## src/hw/brk_pkg.sv

```systemverilog
package brk_pkg;
   // ---------------------------------------------------------------
   // Register map (byte addresses on the register bus)
   // ---------------------------------------------------------------
   localparam logic [7:0] OFS_CTRL_STATUS = 8'h00;
   localparam logic [7:0] OFS_ADDR_HIGH   = 8'h04;
   localparam logic [7:0] OFS_ADDR_LOW    = 8'h08;
   localparam logic [7:0] OFS_WAIT_STATUS = 8'h0C;
   localparam logic [7:0] OFS_FLAG_CLEAR  = 8'h10;
   localparam logic [7:0] OFS_MODE        = 8'h14;
   localparam logic [7:0] OFS_IRQ_STATUS  = 8'h18;
   localparam logic [7:0] OFS_IRQ_MASK    = 8'h1C;
   // ---------------------------------------------------------------
   // Field positions
   // ---------------------------------------------------------------
   localparam int BIT_MATCH_EN   = 7;
   localparam int BIT_ACTIVE     = 6;
   localparam int BIT_WAIT_EXIT  = 1;
   localparam int BIT_CLR_EN     = 7;
   localparam int BIT_MON_MODE   = 0;
   localparam int BIT_EMU_MODE   = 1;
   localparam int IRQ_MATCH      = 0;
   localparam int IRQ_SOFT       = 1;
   localparam int IRQ_WAIT_EXIT  = 2;
   // ---------------------------------------------------------------
   // Reset values, vectors, opcodes
   // ---------------------------------------------------------------
   localparam logic [7:0]  RST_BYTE      = 8'h00;
   localparam logic [15:0] VEC_NORMAL    = 16'hFFFC;
   localparam logic [15:0] VEC_MONITOR   = 16'hFEFC;
   localparam logic [7:0]  OPC_SOFT_IRQ  = 8'h83;
   localparam logic [1:0]  RESP_OKAY     = 2'h0;
   localparam logic [1:0]  RESP_SLVERR   = 2'h2;

   typedef enum logic [1:0] {
      ST_RUN   = 2'b00,
      ST_ENTRY = 2'b01,
      ST_BREAK = 2'b10
   } brk_state_t;
endpackage

```

## src/hw/brk_cmp_if.sv

```systemverilog
`timescale 1ns/1ps
// Address comparator link between the break core and its matcher
interface brk_cmp_if;
   logic [15:0] pc_addr;
   logic [15:0] bp_addr;
   logic        enable;
   logic        hit;
   modport core (output pc_addr, output bp_addr, output enable, input hit);
   modport cmp  (input pc_addr, input bp_addr, input enable, output hit);
endinterface

```

## src/hw/address_breakpoint_unit.sv

```systemverilog
`timescale 1ns/1ps
// Summary of operation
// RULE1: Enabled PC match raises breakpoint request
// RULE2: Finish instruction, then load soft interrupt opcode
// RULE3: Vector FFFC/FFFD, or FEFC/FEFD in monitor
// RULE4: Writing active flag breaks before next instruction
// RULE5: Opcode-address break holds instruction until return; the code lets it complete first
// RULE6: Operand-address break lets instruction complete first
// RULE7: Return from interrupt ends break state
// RULE8: Match sets active flag; software clears it
// RULE9: Match enable at bit 7, reset cleared
// RULE10: Two address bytes, cleared on reset
// RULE11: Cleared flag, same address: no rebreak
// RULE12: Software rewrites address and clears flag
// RULE13: Break state halts both timer counters
// RULE14: Watchdog disabled in break under test voltage
// RULE15: Wait-exit flag set by break, software clears
// RULE16: Wait-exit status works only in emulation
// RULE17: Flag clearing in break needs clear enable; only the status clear-on-read is gated
// RULE18: Matching stays alive during wait mode
// RULE19: Break-state indication from entry to return
module address_breakpoint_unit (
   input  wire logic        aclk,
   input  wire logic        aresetn,
   input  wire logic        clk_en,
   input  wire logic [7:0]  s_axi_awaddr,
   input  wire logic        s_axi_awvalid,
   output logic             s_axi_awready,
   input  wire logic [31:0] s_axi_wdata,
   input  wire logic [3:0]  s_axi_wstrb,
   input  wire logic        s_axi_wvalid,
   output logic             s_axi_wready,
   output logic [1:0]       s_axi_bresp,
   output logic             s_axi_bvalid,
   input  wire logic        s_axi_bready,
   input  wire logic [7:0]  s_axi_araddr,
   input  wire logic        s_axi_arvalid,
   output logic             s_axi_arready,
   output logic [31:0]      s_axi_rdata,
   output logic [1:0]       s_axi_rresp,
   output logic             s_axi_rvalid,
   input  wire logic        s_axi_rready,
   input  wire logic [15:0] cpu_pc_addr,
   input  wire logic        cpu_opcode_fetch,
   input  wire logic        cpu_instr_done,
   input  wire logic        cpu_rti_done,
   input  wire logic        cpu_in_wait,
   input  wire logic        test_high_voltage,
   output logic             break_request,
   output logic             force_opcode,
   output logic [7:0]       forced_opcode,
   output logic [15:0]      break_vector,
   output logic             break_state,
   output logic             timer_halt,
   output logic             watchdog_disable,
   output logic             flag_clear_allow,
   output logic             wake_from_wait,
   output logic             irq
);
   // ---------------------------------------------------------------
   // Register state
   // ---------------------------------------------------------------
   logic                   match_en_r;
   logic                   active_r;
   logic [7:0]             addr_hi_r;
   logic [7:0]             addr_lo_r;
   logic                   wait_exit_r;
   logic                   clr_en_r;
   logic                   mon_mode_r;
   logic                   emu_mode_r;
   logic [2:0]             irq_stat_r;
   logic [2:0]             irq_mask_r;
   logic                   pend_r;
   logic                   pend_soft_r;
   logic                   arm_r;
   brk_pkg::brk_state_t    state_r;

   // Bus channel holding registers
   logic                   aw_ok_r;
   logic                   w_ok_r;
   logic [7:0]             aw_addr_r;
   logic [31:0]            w_data_r;
   logic [3:0]             w_strb_r;

   logic                   wr_fire;
   logic                   rd_fire;
   logic                   hit;
   logic                   match_ev;
   logic                   soft_ev;
   logic                   wait_ev;
   logic                   rd_stat;
   logic [31:0]            rd_data;
   logic [1:0]             rd_resp;

   brk_cmp_if cmp_bus ();

   // ---------------------------------------------------------------
   // Address matcher
   // ---------------------------------------------------------------
   assign cmp_bus.pc_addr = cpu_pc_addr;
   assign cmp_bus.bp_addr = {addr_hi_r, addr_lo_r};
   // Active flag masks further hits so a stale address cannot rebreak
   assign cmp_bus.enable  = match_en_r & ~active_r & arm_r; // RULE11 RULE18
   assign hit             = cmp_bus.hit;

   brk_addr_match u_match (
      .c (cmp_bus)
   );

   // ---------------------------------------------------------------
   // Write channel acceptance
   // ---------------------------------------------------------------
   assign wr_fire = aw_ok_r & w_ok_r & ~s_axi_bvalid;

   // Address and data taken independently, in either order
   always_ff @(posedge aclk) begin
      if (!aresetn) begin
         aw_ok_r       <= 1'b0;
         w_ok_r        <= 1'b0;
         s_axi_awready <= 1'b0;
         s_axi_wready  <= 1'b0;
         aw_addr_r     <= brk_pkg::RST_BYTE;
         w_data_r      <= 32'h0000_0000;
         w_strb_r      <= 4'h0;
      end else if (clk_en) begin
         s_axi_awready <= ~aw_ok_r & ~s_axi_awready & s_axi_awvalid;
         s_axi_wready  <= ~w_ok_r & ~s_axi_wready & s_axi_wvalid;
         if (s_axi_awvalid && s_axi_awready) begin
            aw_ok_r   <= 1'b1;
            aw_addr_r <= s_axi_awaddr;
         end else if (wr_fire) begin
            aw_ok_r <= 1'b0;
         end
         if (s_axi_wvalid && s_axi_wready) begin
            w_ok_r   <= 1'b1;
            w_data_r <= s_axi_wdata;
            w_strb_r <= s_axi_wstrb;
         end else if (wr_fire) begin
            w_ok_r <= 1'b0;
         end
      end
   end

   // Write response
   always_ff @(posedge aclk) begin
      if (!aresetn) begin
         s_axi_bvalid <= 1'b0;
         s_axi_bresp  <= brk_pkg::RESP_OKAY;
      end else if (clk_en) begin
         if (wr_fire) begin
            s_axi_bvalid <= 1'b1;
            s_axi_bresp  <= (aw_addr_r > brk_pkg::OFS_IRQ_MASK || aw_addr_r[1:0] != 2'h0)
                            ? brk_pkg::RESP_SLVERR : brk_pkg::RESP_OKAY;
         end else if (s_axi_bready) begin
            s_axi_bvalid <= 1'b0;
         end
      end
   end

   // ---------------------------------------------------------------
   // Break sequencing
   // ---------------------------------------------------------------
   assign match_ev = hit & (state_r == brk_pkg::ST_RUN);
   assign soft_ev  = wr_fire & w_strb_r[0] & (aw_addr_r == brk_pkg::OFS_CTRL_STATUS)
                     & w_data_r[brk_pkg::BIT_ACTIVE] & ~active_r;
   assign wait_ev  = (pend_r | match_ev) & cpu_in_wait & emu_mode_r; // RULE15 RULE16

   // Pending request waits for the instruction boundary; an operand hit
   // thus lets its instruction finish, and an opcode hit, pending one cycle later, lets it finish too
   always_ff @(posedge aclk) begin
      if (!aresetn) begin
         state_r     <= brk_pkg::ST_RUN;
         pend_r      <= 1'b0;
         pend_soft_r <= 1'b0;
      end else if (clk_en) begin
         unique case (state_r)
            brk_pkg::ST_RUN: begin
               if (match_ev) begin
                  pend_r <= 1'b1; // RULE1
               end
               if (soft_ev) begin
                  pend_r      <= 1'b1; // RULE4
                  pend_soft_r <= 1'b1;
               end
               if (pend_r && (cpu_instr_done || cpu_in_wait)) begin
                  state_r <= brk_pkg::ST_ENTRY; // RULE2 RULE6
               end else if (pend_r && cpu_opcode_fetch && !pend_soft_r) begin
                  state_r <= brk_pkg::ST_ENTRY; // RULE5
               end
            end
            brk_pkg::ST_ENTRY: begin
               pend_r      <= 1'b0;
               pend_soft_r <= 1'b0;
               state_r     <= brk_pkg::ST_BREAK;
            end
            brk_pkg::ST_BREAK: begin
               if (cpu_rti_done) begin
                  state_r <= brk_pkg::ST_RUN; // RULE7
               end
            end
            default: state_r <= brk_pkg::ST_RUN;
         endcase
      end
   end

   // CPU-facing outputs, all registered
   always_ff @(posedge aclk) begin
      if (!aresetn) begin
         break_request    <= 1'b0;
         force_opcode     <= 1'b0;
         forced_opcode    <= brk_pkg::RST_BYTE;
         break_vector     <= brk_pkg::VEC_NORMAL;
         break_state      <= 1'b0;
         timer_halt       <= 1'b0;
         watchdog_disable <= 1'b0;
         flag_clear_allow <= 1'b0;
         wake_from_wait   <= 1'b0;
      end else if (clk_en) begin
         break_request    <= pend_r;                                     // RULE1
         force_opcode     <= (state_r == brk_pkg::ST_ENTRY);             // RULE2
         forced_opcode    <= brk_pkg::OPC_SOFT_IRQ;                      // RULE2
         break_vector     <= mon_mode_r ? brk_pkg::VEC_MONITOR
                                        : brk_pkg::VEC_NORMAL;           // RULE3
         break_state      <= (state_r != brk_pkg::ST_RUN);               // RULE19
         timer_halt       <= (state_r != brk_pkg::ST_RUN);               // RULE13
         watchdog_disable <= (state_r != brk_pkg::ST_RUN) & test_high_voltage; // RULE14
         // Outside break the gate is open; inside it follows the enable
         flag_clear_allow <= (state_r == brk_pkg::ST_RUN) | clr_en_r;    // RULE17
         wake_from_wait   <= pend_r & cpu_in_wait;                       // RULE18
      end
   end

   // ---------------------------------------------------------------
   // Software registers
   // ---------------------------------------------------------------
   always_ff @(posedge aclk) begin
      if (!aresetn) begin
         match_en_r <= 1'b0; // RULE9
         addr_hi_r  <= brk_pkg::RST_BYTE; // RULE10
         addr_lo_r  <= brk_pkg::RST_BYTE; // RULE10
         clr_en_r   <= 1'b0;
         mon_mode_r <= 1'b0;
         emu_mode_r <= 1'b0;
         irq_mask_r <= 3'h0;
      end else if (clk_en && wr_fire && w_strb_r[0]) begin
         unique case (aw_addr_r)
            brk_pkg::OFS_CTRL_STATUS: match_en_r <= w_data_r[brk_pkg::BIT_MATCH_EN]; // RULE9
            brk_pkg::OFS_ADDR_HIGH:   addr_hi_r  <= w_data_r[7:0]; // RULE12
            brk_pkg::OFS_ADDR_LOW:    addr_lo_r  <= w_data_r[7:0];
            brk_pkg::OFS_FLAG_CLEAR:  clr_en_r   <= w_data_r[brk_pkg::BIT_CLR_EN];
            brk_pkg::OFS_MODE: begin
               mon_mode_r <= w_data_r[brk_pkg::BIT_MON_MODE];
               emu_mode_r <= w_data_r[brk_pkg::BIT_EMU_MODE];
            end
            brk_pkg::OFS_IRQ_MASK:    irq_mask_r <= w_data_r[2:0];
            default: ;
         endcase
      end
   end

   // Active flag: hardware set wins over a same-cycle software clear
   always_ff @(posedge aclk) begin
      if (!aresetn) begin
         active_r <= 1'b0; // RULE8
         arm_r    <= 1'b1;
      end else if (clk_en) begin
         if (match_ev || soft_ev) begin
            active_r <= 1'b1; // RULE8
         end else if (wr_fire && w_strb_r[0] && aw_addr_r == brk_pkg::OFS_CTRL_STATUS
                      && !w_data_r[brk_pkg::BIT_ACTIVE]) begin
            active_r <= 1'b0; // RULE8
         end
         // A match disarms until a new address is written, so clearing
         // only the active flag cannot break on the same address again
         if (wr_fire && w_strb_r[0] && (aw_addr_r == brk_pkg::OFS_ADDR_HIGH
                                      || aw_addr_r == brk_pkg::OFS_ADDR_LOW)) begin
            arm_r <= 1'b1; // RULE12
         end else if (match_ev) begin
            arm_r <= 1'b0; // RULE11
         end
      end
   end

   // Wait-exit flag, set wins; only writes of zero clear it
   always_ff @(posedge aclk) begin
      if (!aresetn) begin
         wait_exit_r <= 1'b0;
      end else if (clk_en) begin
         if (wait_ev) begin
            wait_exit_r <= 1'b1; // RULE15
         end else if (wr_fire && w_strb_r[0] && aw_addr_r == brk_pkg::OFS_WAIT_STATUS
                      && !w_data_r[brk_pkg::BIT_WAIT_EXIT]) begin
            wait_exit_r <= 1'b0; // RULE15
         end
      end
   end

   // ---------------------------------------------------------------
   // Interrupt status, cleared on read (blocked in break unless enabled)
   // ---------------------------------------------------------------
   assign rd_stat = rd_fire & (s_axi_araddr == brk_pkg::OFS_IRQ_STATUS)
                    & ((state_r == brk_pkg::ST_RUN) | clr_en_r); // RULE17

   always_ff @(posedge aclk) begin
      if (!aresetn) begin
         irq_stat_r <= 3'h0;
         irq        <= 1'b0;
      end else if (clk_en) begin
         irq_stat_r <= (rd_stat ? 3'h0 : irq_stat_r) | {wait_ev, soft_ev, match_ev};
         irq        <= |(irq_stat_r & irq_mask_r);
      end
   end

   // ---------------------------------------------------------------
   // Read channel
   // ---------------------------------------------------------------
   assign rd_fire = s_axi_arvalid & s_axi_arready;

   always_comb begin
      rd_data = 32'h0000_0000;
      rd_resp = brk_pkg::RESP_OKAY;
      unique case (s_axi_araddr)
         brk_pkg::OFS_CTRL_STATUS: begin
            rd_data[brk_pkg::BIT_MATCH_EN] = match_en_r;
            rd_data[brk_pkg::BIT_ACTIVE]   = active_r;
         end
         brk_pkg::OFS_ADDR_HIGH:   rd_data[7:0] = addr_hi_r;
         brk_pkg::OFS_ADDR_LOW:    rd_data[7:0] = addr_lo_r;
         // Meaningless outside emulation, so it reads zero there
         brk_pkg::OFS_WAIT_STATUS: rd_data[brk_pkg::BIT_WAIT_EXIT] = wait_exit_r & emu_mode_r; // RULE16
         brk_pkg::OFS_FLAG_CLEAR:  rd_data[brk_pkg::BIT_CLR_EN]    = clr_en_r;
         brk_pkg::OFS_MODE:        rd_data[1:0] = {emu_mode_r, mon_mode_r};
         brk_pkg::OFS_IRQ_STATUS:  rd_data[2:0] = irq_stat_r;
         brk_pkg::OFS_IRQ_MASK:    rd_data[2:0] = irq_mask_r;
         default:                  rd_resp = brk_pkg::RESP_SLVERR;
      endcase
   end

   always_ff @(posedge aclk) begin
      if (!aresetn) begin
         s_axi_arready <= 1'b0;
         s_axi_rvalid  <= 1'b0;
         s_axi_rdata   <= 32'h0000_0000;
         s_axi_rresp   <= brk_pkg::RESP_OKAY;
      end else if (clk_en) begin
         s_axi_arready <= s_axi_arvalid & ~s_axi_arready & ~s_axi_rvalid;
         if (rd_fire) begin
            s_axi_rvalid <= 1'b1;
            s_axi_rdata  <= rd_data;
            s_axi_rresp  <= rd_resp;
         end else if (s_axi_rready) begin
            s_axi_rvalid <= 1'b0;
         end
      end
   end

   // ---------------------------------------------------------------
   // Checks
   // ---------------------------------------------------------------
   AST_MATCH_REQ: assert property (@(posedge aclk) disable iff (!aresetn) // RULE1
      clk_en && match_ev |=> pend_r) else $error("match did not pend");
   AST_FORCE_OPC: assert property (@(posedge aclk) disable iff (!aresetn) // RULE2
      force_opcode |-> forced_opcode == brk_pkg::OPC_SOFT_IRQ) else $error("bad opcode");
   AST_VECTOR: assert property (@(posedge aclk) disable iff (!aresetn) // RULE3
      clk_en && mon_mode_r |=> break_vector == brk_pkg::VEC_MONITOR) else $error("vector");
   AST_SOFT_SET: assert property (@(posedge aclk) disable iff (!aresetn) // RULE4
      clk_en && soft_ev |=> active_r && pend_r) else $error("soft break lost");
   AST_RTI_END: assert property (@(posedge aclk) disable iff (!aresetn) // RULE7
      clk_en && state_r == brk_pkg::ST_BREAK && cpu_rti_done |=> state_r == brk_pkg::ST_RUN)
      else $error("return did not end break");
   AST_NO_REBREAK: assert property (@(posedge aclk) disable iff (!aresetn) // RULE11
      active_r |-> !hit) else $error("hit while active");
   AST_TIMER_HALT: assert property (@(posedge aclk) disable iff (!aresetn) // RULE13
      clk_en && state_r != brk_pkg::ST_RUN |=> timer_halt && break_state)
      else $error("timers not halted");
   AST_WDOG: assert property (@(posedge aclk) disable iff (!aresetn) // RULE14
      watchdog_disable |-> $past(test_high_voltage)) else $error("watchdog gate");
   // A status read in break without the enable must leave every bit set
   AST_CLR_GATE: assert property (@(posedge aclk) disable iff (!aresetn) // RULE17
      clk_en && rd_fire && state_r == brk_pkg::ST_BREAK && !clr_en_r
      |=> (irq_stat_r & $past(irq_stat_r)) == $past(irq_stat_r)) else $error("clear gate");
   COV_MATCH: cover property (@(posedge aclk) match_ev ##[1:20] state_r == brk_pkg::ST_BREAK);
   COV_SOFT:  cover property (@(posedge aclk) soft_ev ##[1:20] force_opcode);
   COV_RTI:   cover property (@(posedge aclk) state_r == brk_pkg::ST_BREAK ##1 cpu_rti_done);
   COV_WAIT:  cover property (@(posedge aclk) wait_ev);
endmodule // address_breakpoint_unit

```

## src/hw/brk_addr_match.sv

```systemverilog
`timescale 1ns/1ps
// Per-bit equality via one generate loop, reduced to one hit
module brk_addr_match (
   brk_cmp_if.cmp c
);
   logic [15:0] eq;
   genvar i;
   generate
      for (i = 0; i < 16; i++) begin : g_bit
         assign eq[i] = (c.pc_addr[i] == c.bp_addr[i]);
      end
   endgenerate
   // Gate with enable so a disabled matcher never raises a hit
   assign c.hit = c.enable & (&eq); // RULE1
endmodule // brk_addr_match

```

## config.mk

```make
export PLATFORM = sky130hd
export DESIGN_NAME = address_breakpoint_unit
export DESIGN_NICKNAME = d
export VERILOG_FILES = /design/src/hw/brk_pkg.sv /design/src/hw/brk_cmp_if.sv /design/src/hw/address_breakpoint_unit.sv /design/src/hw/brk_addr_match.sv
export SDC_FILE = /design/constraint.sdc
export NUM_CORES = 1
export LEC_CHECK = 0
export BUFFER_PORTS_ARGS = -buffer_cell sky130_fd_sc_hd__buf_2
export CAP_MARGIN = 20
export CORE_ASPECT_RATIO = 1.25
export CORE_UTILIZATION = 40
export CTS_CLUSTER_DIAMETER = 120
export DETAILED_ROUTE_END_ITERATION = 16
export PLACE_DENSITY = 0.68
export SYNTH_ARGS = -nofsm -noshare
export SYNTH_HDL_FRONTEND = slang
export SYNTH_SLANG_ARGS = --single-unit
```

## constraint.sdc

```tcl
create_clock -name aclk -period 2.2 [get_ports aclk]
set_input_delay 0 -clock aclk [delete_from_list [all_inputs] [get_ports aclk]]
set_output_delay 0 -clock aclk [all_outputs]
set_load 0.05 [all_outputs]
```

==> results of run 1 <==
## cell usage in the layout, fill, tap and decap left out, types with 2 or more instances in the layout
cell type      instances
a21boi_0              41
mux2i_1                5
buf_2                 80
nand2b_1               8
dlygate4sd3_1         20
or3_1                  2
nand3_1                5
conb_1                46
nand2_1               88
nor4bb_1               3
nor3b_1                3
a21boi_1               3
a22oi_1                5
nand3b_1               3
clkbuf_16              9
or4_4                  2
nand4_1                6
and2_1                 4
o311a_1                3
nor3_1                 3
o21ai_0               21
o21a_1                 7
and4_1                 2
xnor2_1                8
and3_1                 3
clkbuf_1               2
nor3_2                 3
buf_4                  5
o211a_1                5
bufinv_16              2
inv_1                  7
xor2_1                 5
nor2_1                 6
a31oi_1                4
mux2_2                 3
dfxtp_1               76
a21oi_1               11
nor2b_1               11
## power by group
group / internal (uW) / switching, uW
sequential: 1400 / 14.0
clock: 1010 / 532
combinational: 114 / 318
## worst paths after layout
kind / end / slack, ns
setup / recovery: addr_lo_r[0]$_SDFFE_PN0P_ / 0.39
hold / removal: s_axi_rvalid$_SDFFE_PN0P_ / 0.008
setup reg to reg: addr_lo_r[0]$_SDFFE_PN0P_ / 0.39
hold reg to reg: flag_clear_allow$_SDFFE_PN0P_ / 0.47
## per-layer routing
layer	vias up	part of all wire (%)	track usage (%)
met2	85	52	31.87
li1	1628	-	-
met4	0	2.1	7.619
met1	1486	41	21.29
met3	14	4.2	4.596
met5	-	0	0
## sequential cells by signal, indices dropped and copies added, names as in the netlist, 2 cells and up
name and flops:
irq_mask_r 3, state_r 2, irq_stat_r 3, addr_lo_r 8
addr_hi_r 8, s_axi_rdata 8, aw_addr_r 8, w_data_r 8
## metrics by stage
step / utilization (%) / cell area, um2
after global routing: 50.39 / 4647
after floorplan: - / 4008
after global placement: 44.89 / 4140
after detailed placement: 44.89 / 4140
after CTS: 50.39 / 4647
final: 50.39 / 4647
## cell families after synthesis
family,count (synthesis),share of synthesized area (%)
buffers and inverters,76,12.63
AND/OR/NAND/NOR,162,22.50
flip-flops,76,39.60
XOR/XNOR,13,2.963
other,2,0.1954
multiplexers,8,2.182
AO/OA/AOI/OAI,109,19.93
## worst max-delay path, stage by stage (launching register included)
cell      delay [ns]
dfxtp_1         0.37
and4b_1         0.32
nand3_1         0.19
nor3_2          0.55
nand2_1         0.12
a21boi_0        0.18
## repair_timing
item | in CTS | in global routing
endpoints found under the setup margin | 0 | 0
resized for setup | 0 | 0
hold buffers | 20 | 0
hold endpoints to repair | 20 | 0
## area by class of cell
cell class	instances	share of cell area, %
Multi-Input combinational cell	338	43.05
Sequential cell	76	32.74
Timing Repair Buffer	105	13.73
Clock buffer	12	5.304
Tap cell	123	3.312
Clock inverter	2	1.292
Inverter	7	0.5654
==> results.cfg, run 1 <==
[status]
status = completed

[grt]
antenna_found_initial = 0
grt_max_degree = 46
grt_pass1_wl_um = 13970
grt_pass1_vias = 3007
grt_usage_pct = 18.50
grt-ovfl-total = 0

[timing]
whs_ns = 0.007847
worstMarginPinSlew_ns = 0.7394
min_period_ns = 1.811
fin_ws_ns = 0.3886
fin_crit_sh_pct = 82.34
setup_viol = 0
rsz0062_at_grt = no
slew-limit-headroom_pct = 50.70
clock_skew_ns = 0.006724
fmax_ghz = 0.5521
final_hold_viol_count = 0
fin_tns_setup_ns = 0
maxSlewViolCount = 0

[logic_synthesis]
ys.flop_type = dfxtp_1
synth_edf_count = 0
ys_top_cells_by_count = 88 x nand2_1, 76 x dfxtp_1, 49 x buf_4
synth.cell_area_um2 = 3842
ys_seq_area_share_pct = 39.60
synth_cell_types = 55
synth_top_area_share_pct = 39.60
yosysWarnings = 0
synthCells = 446
synth_top_cell_by_area = dfxtp_1
syn_area_per_cell_um2 = 8.615
synth_area_leaders = dfxtp_1 40%, buf_4 9.6%, nand2_1 8.6%
yosysMostFrequentCell = nand2_1
synthArstFlopShare_pct = 0
synth_seq_cells = 76

[floorplan]
rows = 39
dieWidth_um = 89.67
die_h_um = 111.6
core_um2 = 9223
initial_utilization_pct = 41.66
dieArea_um2 = 10000
io_pins = 154

[routing]
post-route-drc-count = 0
vias_per_cell = 4.846
ant_nets = 0
avgRoutedWirePerCell_um = 13.22
wl_um = 8764
firstDrtPassIters = 4
drt_iter0_drc = 115
via_count = 3213

[power_and_ir_drop]
p_leak_uw = 0.001934
p_per_area_nw_per_um2 = 728.5
power.total_uw = 3385
peakVddDrop_mv = 0.4244

[setup_path]
rr_worst_depth = 5
critPathLaunch = w_ok_r$_SDFFE_PN0P_
path_class = flop to flop
crit_fanout = 8
critical_path_required_ns = 2.46
cp-start-kind = flop
crit_arrival_ns = 2.07
rr_startpoint = w_ok_r$_SDFFE_PN0P_
end_kind = flop

[clocking]
clockBufferDepth = 2
clk_latency_ns = 0.34
h-tree-depth = 3
numClockSinks = 76
tritoncts = built
numCtsBuffers = 9
post_cts_buffers = 0
clockRootBuffer = clkbuf_16
path_clk_slew_ns = 0.06

[layout]
layout.cells.non_filler = 663
n_antenna_cell = 0
multiInputGateArea_um2 = 2001
layout-drive-gt1-share_pct = 20.37
nFillCells = 896
fin_nets = 618
seqCellArea_um2 = 1521
area_delta_synth_final_pct = 20.94

[hold_path]
hold_class = input port to flop
hp-start = s_axi_rready
worstHoldPathCells = 4

[place]
port_buffers = 80
place_ws_ns = 0.3938
gp_congestion = 0.8650
dp.cells = 629
dp_hpwl_um = 6587

[job]
cap_violations = 0
(Power assumes the default switching activity.)
==> inputs of run 2 (changes only) <==
- PLACE_DENSITY: 0.68 -> 0.71
- clock period: 2.2 -> 1.6 ns (I/O delays scaled with it)
==> run 2 against run 1 <==
Compared with the run above: the run now ends with setup timing left; critical path type unchanged; final area is 4.4% higher; cell count is 3.8% higher; largest cell class unchanged; critical endpoint is now active_r$_SDFFE_PN0P_; routed wire length is 5.2% higher.
==> results.cfg, run 2 (synthesized netlist as in run 1, its figures left out) <==
[layout]
multiInputGateArea_um2 = 2042
nFillCells = 872
area_delta_synth_final_pct = 26.21
seqCellArea_um2 = 1529
final_common_cell = nand2_1
layout.cells.non_filler = 688
fin_nets = 642
mostFrequentLayoutCells = 88 x nand2_1, 80 x buf_2, 72 x dfxtp_1, 46 x conb_1, 31 x a21boi_0
layout-drive-gt1-share_pct = 25.84
n_antenna_cell = 0

[power_and_ir_drop]
p_per_area_nw_per_um2 = 898.6
p_leak_uw = 0.002063
peakVddDrop_mv = 0.6095

[timing]
maxSlewViolCount = 0
final_hold_viol_count = 0
fin_ws_ns = -0.04185
fmax_ghz = 0.6091
min_period_ns = 1.642
rsz0062_at_grt = yes
clock_skew_ns = 0.007217
fin_crit_sh_pct = 102.6
setup_viol = 4

[place]
dp.cells = 653
place_ws_ns = -0.05240
port_buffers = 80
dp_hpwl_um = 6787
gp_congestion = 0.8491

[grt]
grt_max_degree = 77
antenna_found_initial = 0
grt_pass1_wl_um = 15010
grt_pass1_vias = 3202
grt_usage_pct = 19.55
grt-ovfl-total = 0

[setup_path]
crit_buf_inv = 0
crit_chain = nor3_4 > nand4_1 > or4_4 > mux2_2 > o21a_1
max_stage_delay_ns = 0.46
crit_fanout = 4
rr_startpoint = aw_addr_r[6]$_SDFFE_PN0P_
critical_path_required_ns = 1.83
critPathLaunch = aw_addr_r[6]$_SDFFE_PN0P_
cp_slowest_cell = or4_4
crit_arrival_ns = 1.87
path_class = flop to flop
cp-start-kind = flop
end_kind = flop
crit_family = simple AND/OR/NAND/NOR gates

[floorplan]
dieWidth_um = 89.67
dieArea_um2 = 10000
die_h_um = 111.6
core_um2 = 9223
initial_utilization_pct = 41.66
io_pins = 154
rows = 39

[clocking]
clockBufferDepth = 2
tritoncts = built
clk_latency_ns = 0.33
numClockSinks = 76
clockRootBuffer = clkbuf_16
h-tree-depth = 3
numCtsBuffers = 9
path_clk_slew_ns = 0.06

[hold_path]
hp-start = s_axi_bready
hold_class = input port to flop

[routing]
drt_iter0_drc = 139
via_count = 3375
firstDrtPassIters = 5
avgRoutedWirePerCell_um = 13.40
vias_per_cell = 4.906
wl_um = 9217
post-route-drc-count = 0
ant_nets = 0

[status]
status = finished with violations
violations = setup timing

[job]
cap_violations = 0
==> run 2: path summary, 6_finish.rpt <==
kind                            cells past startpoint                        end  slack (ns)
worst max-delay path                                5      active_r$_SDFFE_PN0P_       -0.04
worst min-delay path                                4  s_axi_bvalid$_SDFFE_PN0P_        0.01
worst max register to register                      5      active_r$_SDFFE_PN0P_       -0.04
worst min register to register                      1           irq$_SDFFE_PN0P_        0.47
==> run 2: report_power, final <==
group          switching, uW  total [uW]  internal, uW
sequential              18.8        1940          1920
clock                    729        1810          1080
combinational            443         611           168
total                   1190        4360          3170
==> run 2: tightest hold or removal path, delay by kind of cell <==
family	cells	cell delay, ns
buffers and inverters	1	0.10
and+or+nand+nor	2	0.15
AOI/OAI and AO/OA	1	0.06
==> run 2: stage by stage <==
| stage | util (%) | total power (uW) | hold WS (ns) | area [um2] | TNS, ns |
|---|---|---|---|---|---|
| 2_1_floorplan | - | 2504 | 0.1449 | 4020 | -0.8284 |
| 3_3_place_gp | 47.04 | 2542 | 0.2522 | 4338 | -0.03190 |
| 3_5_place_dp | 47.04 | 2548 | 0.2571 | 4338 | -0.1998 |
| 4_1_cts | 52.00 | 4395 | 0.006809 | 4796 | -0.1234 |
| 5_1_grt | 52.58 | 4532 | 0.03767 | 4850 | -1.356 |
| 6_report | 52.58 | 4358 | 0.01141 | 4850 | -0.09229 |
==> run 2: repair_timing <==
action | in CTS | in global routing
endpoints found under the hold margin | 19 | 0
setup endpoints to repair | 13 | 27
hold buffers | 19 | 0
resized for setup | 3 | 16
pin swaps | 2 | 4
buffers inserted | 0 | 1
==> run 2: cell type report <==
class	instances	area share, %
Clock inverter	2	0.2580
Inverter	7	0.5418
Tap cell	123	3.173
Sequential cell	76	31.53
Multi-Input combinational cell	338	42.11
Clock buffer	13	5.160
Timing Repair Buffer	129	17.23
==> run 2: routing by layer <==
metal / vias up / track usage [%] / part of all wire [%]
li1: 1681 / - / -
met1: 1559 / 22.27 / 39
met2: 120 / 33.54 / 53
met3: 15 / 4.744 / 4.9
met4: 0 / 8.995 / 2.7
met5: - / 0 / 0
==> inputs of run 3 (changes only) <==
- ABC_AREA: unset -> 1
- PLACE_DENSITY: 0.71 -> 0.7
==> run 3 against run 2 <==
Compared with the run above: the flow finishes with violations (hold timing); worst hold slack got worse by 0.014 ns; via count increased by 14%; worst setup slack improved by 0.20 ns; flip-flop and latch count unchanged; total power increased by 5.7%; synthesized cell count increased by 28%; clock skew decreased by 0.0011 ns; first-iteration DRC count increased by 78%; global-route usage increased by 0.42 points; routed wire length increased by 7.5%; sequential share of layout area decreased by 0.29 points; final area increased by 0.44%; largest power group is now clock.
==> results.cfg, run 3 <==
[status]
status = finished with violations
violations = hold timing

[setup_path]
end_kind = flop
cp-start-kind = flop
crit_family = simple AND/OR/NAND/NOR gates
crit_arrival_ns = 1.68
crit_chain = nor2_1 > nand2_1 > nor2_1 > inv_1 > nor3_4 > nor2_1 > a211oi_1
path_class = flop to flop
crit_buf_inv = 1
crit_top_cell = nor2_1
cp_slowest_cell = dfxtp_1
critical_path_required_ns = 1.84
crit_fanout = 6
max_stage_delay_ns = 0.31

[logic_synthesis]
ys_top_cells_by_count = 109 x nand2_1, 76 x dfxtp_1, 75 x inv_1
yosysMostFrequentCell = nand2_1
syn_area_per_cell_um2 = 6.897
synth_edf_count = 0
synth_seq_cells = 76
ys.flop_type = dfxtp_1
synth_top_cell_by_area = dfxtp_1
synthCells = 570
synth_area_leaders = dfxtp_1 39%, nand2_1 10%, buf_4 9.7%
yosysWarnings = 0
synth.cell_area_um2 = 3931
synth_top_area_share_pct = 38.70
ys_seq_area_share_pct = 38.70
synth_cell_types = 33
synthArstFlopShare_pct = 0

[timing]
worstMarginPinSlew_ns = 0.6085
fin_tns_setup_ns = 0
whs_ns = -0.002781
fmax_ghz = 0.6947
clock_skew_ns = 0.006164
setup_viol = 0
final_hold_viol_count = 1
rsz0062_at_grt = no
fin_crit_sh_pct = 89.97
maxSlewViolCount = 0
slew-limit-headroom_pct = 59.39
min_period_ns = 1.439

[clocking]
tritoncts = built
numCtsBuffers = 9
post_cts_buffers = 0
h-tree-depth = 3
clockRootBuffer = clkbuf_16
path_clk_slew_ns = 0.06
clk_latency_ns = 0.34
numClockSinks = 76
clockBufferDepth = 2

[floorplan]
core_um2 = 9559
dieWidth_um = 90.67
io_pins = 154
initial_utilization_pct = 41.13
dieArea_um2 = 10230
die_h_um = 112.8
rows = 40

[routing]
vias_per_cell = 4.772
post-route-drc-count = 0
wl_met3_um = 551
routed.top_layer = met4
drt_iter0_drc = 247
wl_met2_um = 5050
firstDrtPassIters = 5
avgRoutedWirePerCell_um = 12.29
ant_nets = 0
wl_um = 9909
via_count = 3846
wl_met1_um = 4013

[power_and_ir_drop]
peakVddDrop_mv = 0.5094
p_per_area_nw_per_um2 = 946.1
p_leak_uw = 0.002250

[layout]
area_delta_synth_final_pct = 23.90
final_common_cell = nand2_1
n_antenna_cell = 0
mostFrequentLayoutCells = 109 x nand2_1, 80 x buf_2, 76 x dfxtp_1, 75 x inv_1, 62 x a21oi_1
fin_nets = 756
final_util_pct = 50.96
layout-drive-gt1-share_pct = 17.94

[job]
cap_violations = 0

[grt]
grt_usage_pct = 19.96
grt_pass1_vias = 3634
grt-ovfl-total = 0
grt_max_degree = 47
grt_pass1_wl_um = 16280
antenna_found_initial = 0

[place]
gp_congestion = 0.8870
dp_hpwl_um = 7525
port_buffers = 80

[hold_path]
hold_class = input port to flop
-- run 3: cell types whose count changed after synthesis, moves of 21 or more --
cell and delta:
inv_1 +68, a21oi_1 +51, nor2_1 +51, a21boi_0 -41, o21ai_0 +32, nand3_1 +23
nand2_1 +21
-- run 3: cell families (layout without fill, tap and decap cells) --
family | count (synthesis) | after routing | synth area share (%)
XOR/XNOR | 2 | 2 | 0.4457
AO/OA/AOI/OAI | 136 | 136 | 18.75
buffers and inverters | 142 | 208 | 18.68
flip-flops | 76 | 76 | 38.70
AND/OR/NAND/NOR | 212 | 212 | 23.23
other | 2 | 46 | 0.1910
-- run 3: final cells by class --
type	instances	area, um2
fillers	958	4688
multi-input cells	396	1863
flip-flops and latches	76	1521
repair buffers	115	745.7
inverters	77	289.0
clock buffers	11	232.7
well taps	126	157.7
clock inverters	5	61.31
-- run 3: worst paths after layout --
kind | start | endpoint | slack (ns) | cells after the start
max | aw_addr_r[7]$_SDFFE_PN0P_ | irq_mask_r[0]$_SDFFE_PN0P_ | 0.16 | 7
min | s_axi_wdata[5] | w_data_r[5]$_SDFFE_PN0P_ | -0.003 | 3
max reg2reg | aw_addr_r[7]$_SDFFE_PN0P_ | irq_mask_r[0]$_SDFFE_PN0P_ | 0.16 | 7
min reg2reg | aw_addr_r[7]$_SDFFE_PN0P_ | aw_addr_r[7]$_SDFFE_PN0P_ | 0.45 | 2
-- run 3: per-stage QoR --
step                area [um2]  setup WS, ns  power [uW]  std cells  hold WS, ns
finish                    4871        0.1605        4608        806    -0.002781
global route              4871       0.01828        4763        806     0.003848
CTS                       4848        0.1105        4639        806  0.000001527
detailed placement        4324        0.1193        2597        767       0.2603
global placement          4324        0.1519        2591        767       0.2552
floorplan                 4096       0.01236        2548        614       0.1429
-- run 3: worst min-delay path, delay by kind of cell --
kind	cells	cell delay, ns
buffers and inverters	1	0.07
AOI/OAI and AO/OA	2	0.21
-- run 3: where the power goes --
| part | total [uW] | switching, uW | leakage [uW] | internal [uW] |
|---|---|---|---|---|
| registers | 1940 | 20.9 | 0.000615 | 1920 |
| logic | 661 | 497 | 0.00150 | 164 |
| clock network | 2000 | 790 | 0.000132 | 1210 |
| total | 4610 | 1310 | 0.00225 | 3300 |
-- run 3: what timing repair did --
item | 4_1_cts | 5_1_grt
hold buffers | 23 | 0
resized for setup | 0 | 7
endpoints found under the setup margin | 0 | 8
endpoints found under the hold margin | 23 | 0
-- run 3: metal layers --
| metal | GRT usage (%) | vias up |
|---|---|---|
| met2 | 36.16 | 151 |
| met3 | 3.763 | 21 |
| met4 | 10.22 | 0 |
| li1 | - | 1962 |
| met1 | 22.12 | 1712 |
| met5 | 0 | - |
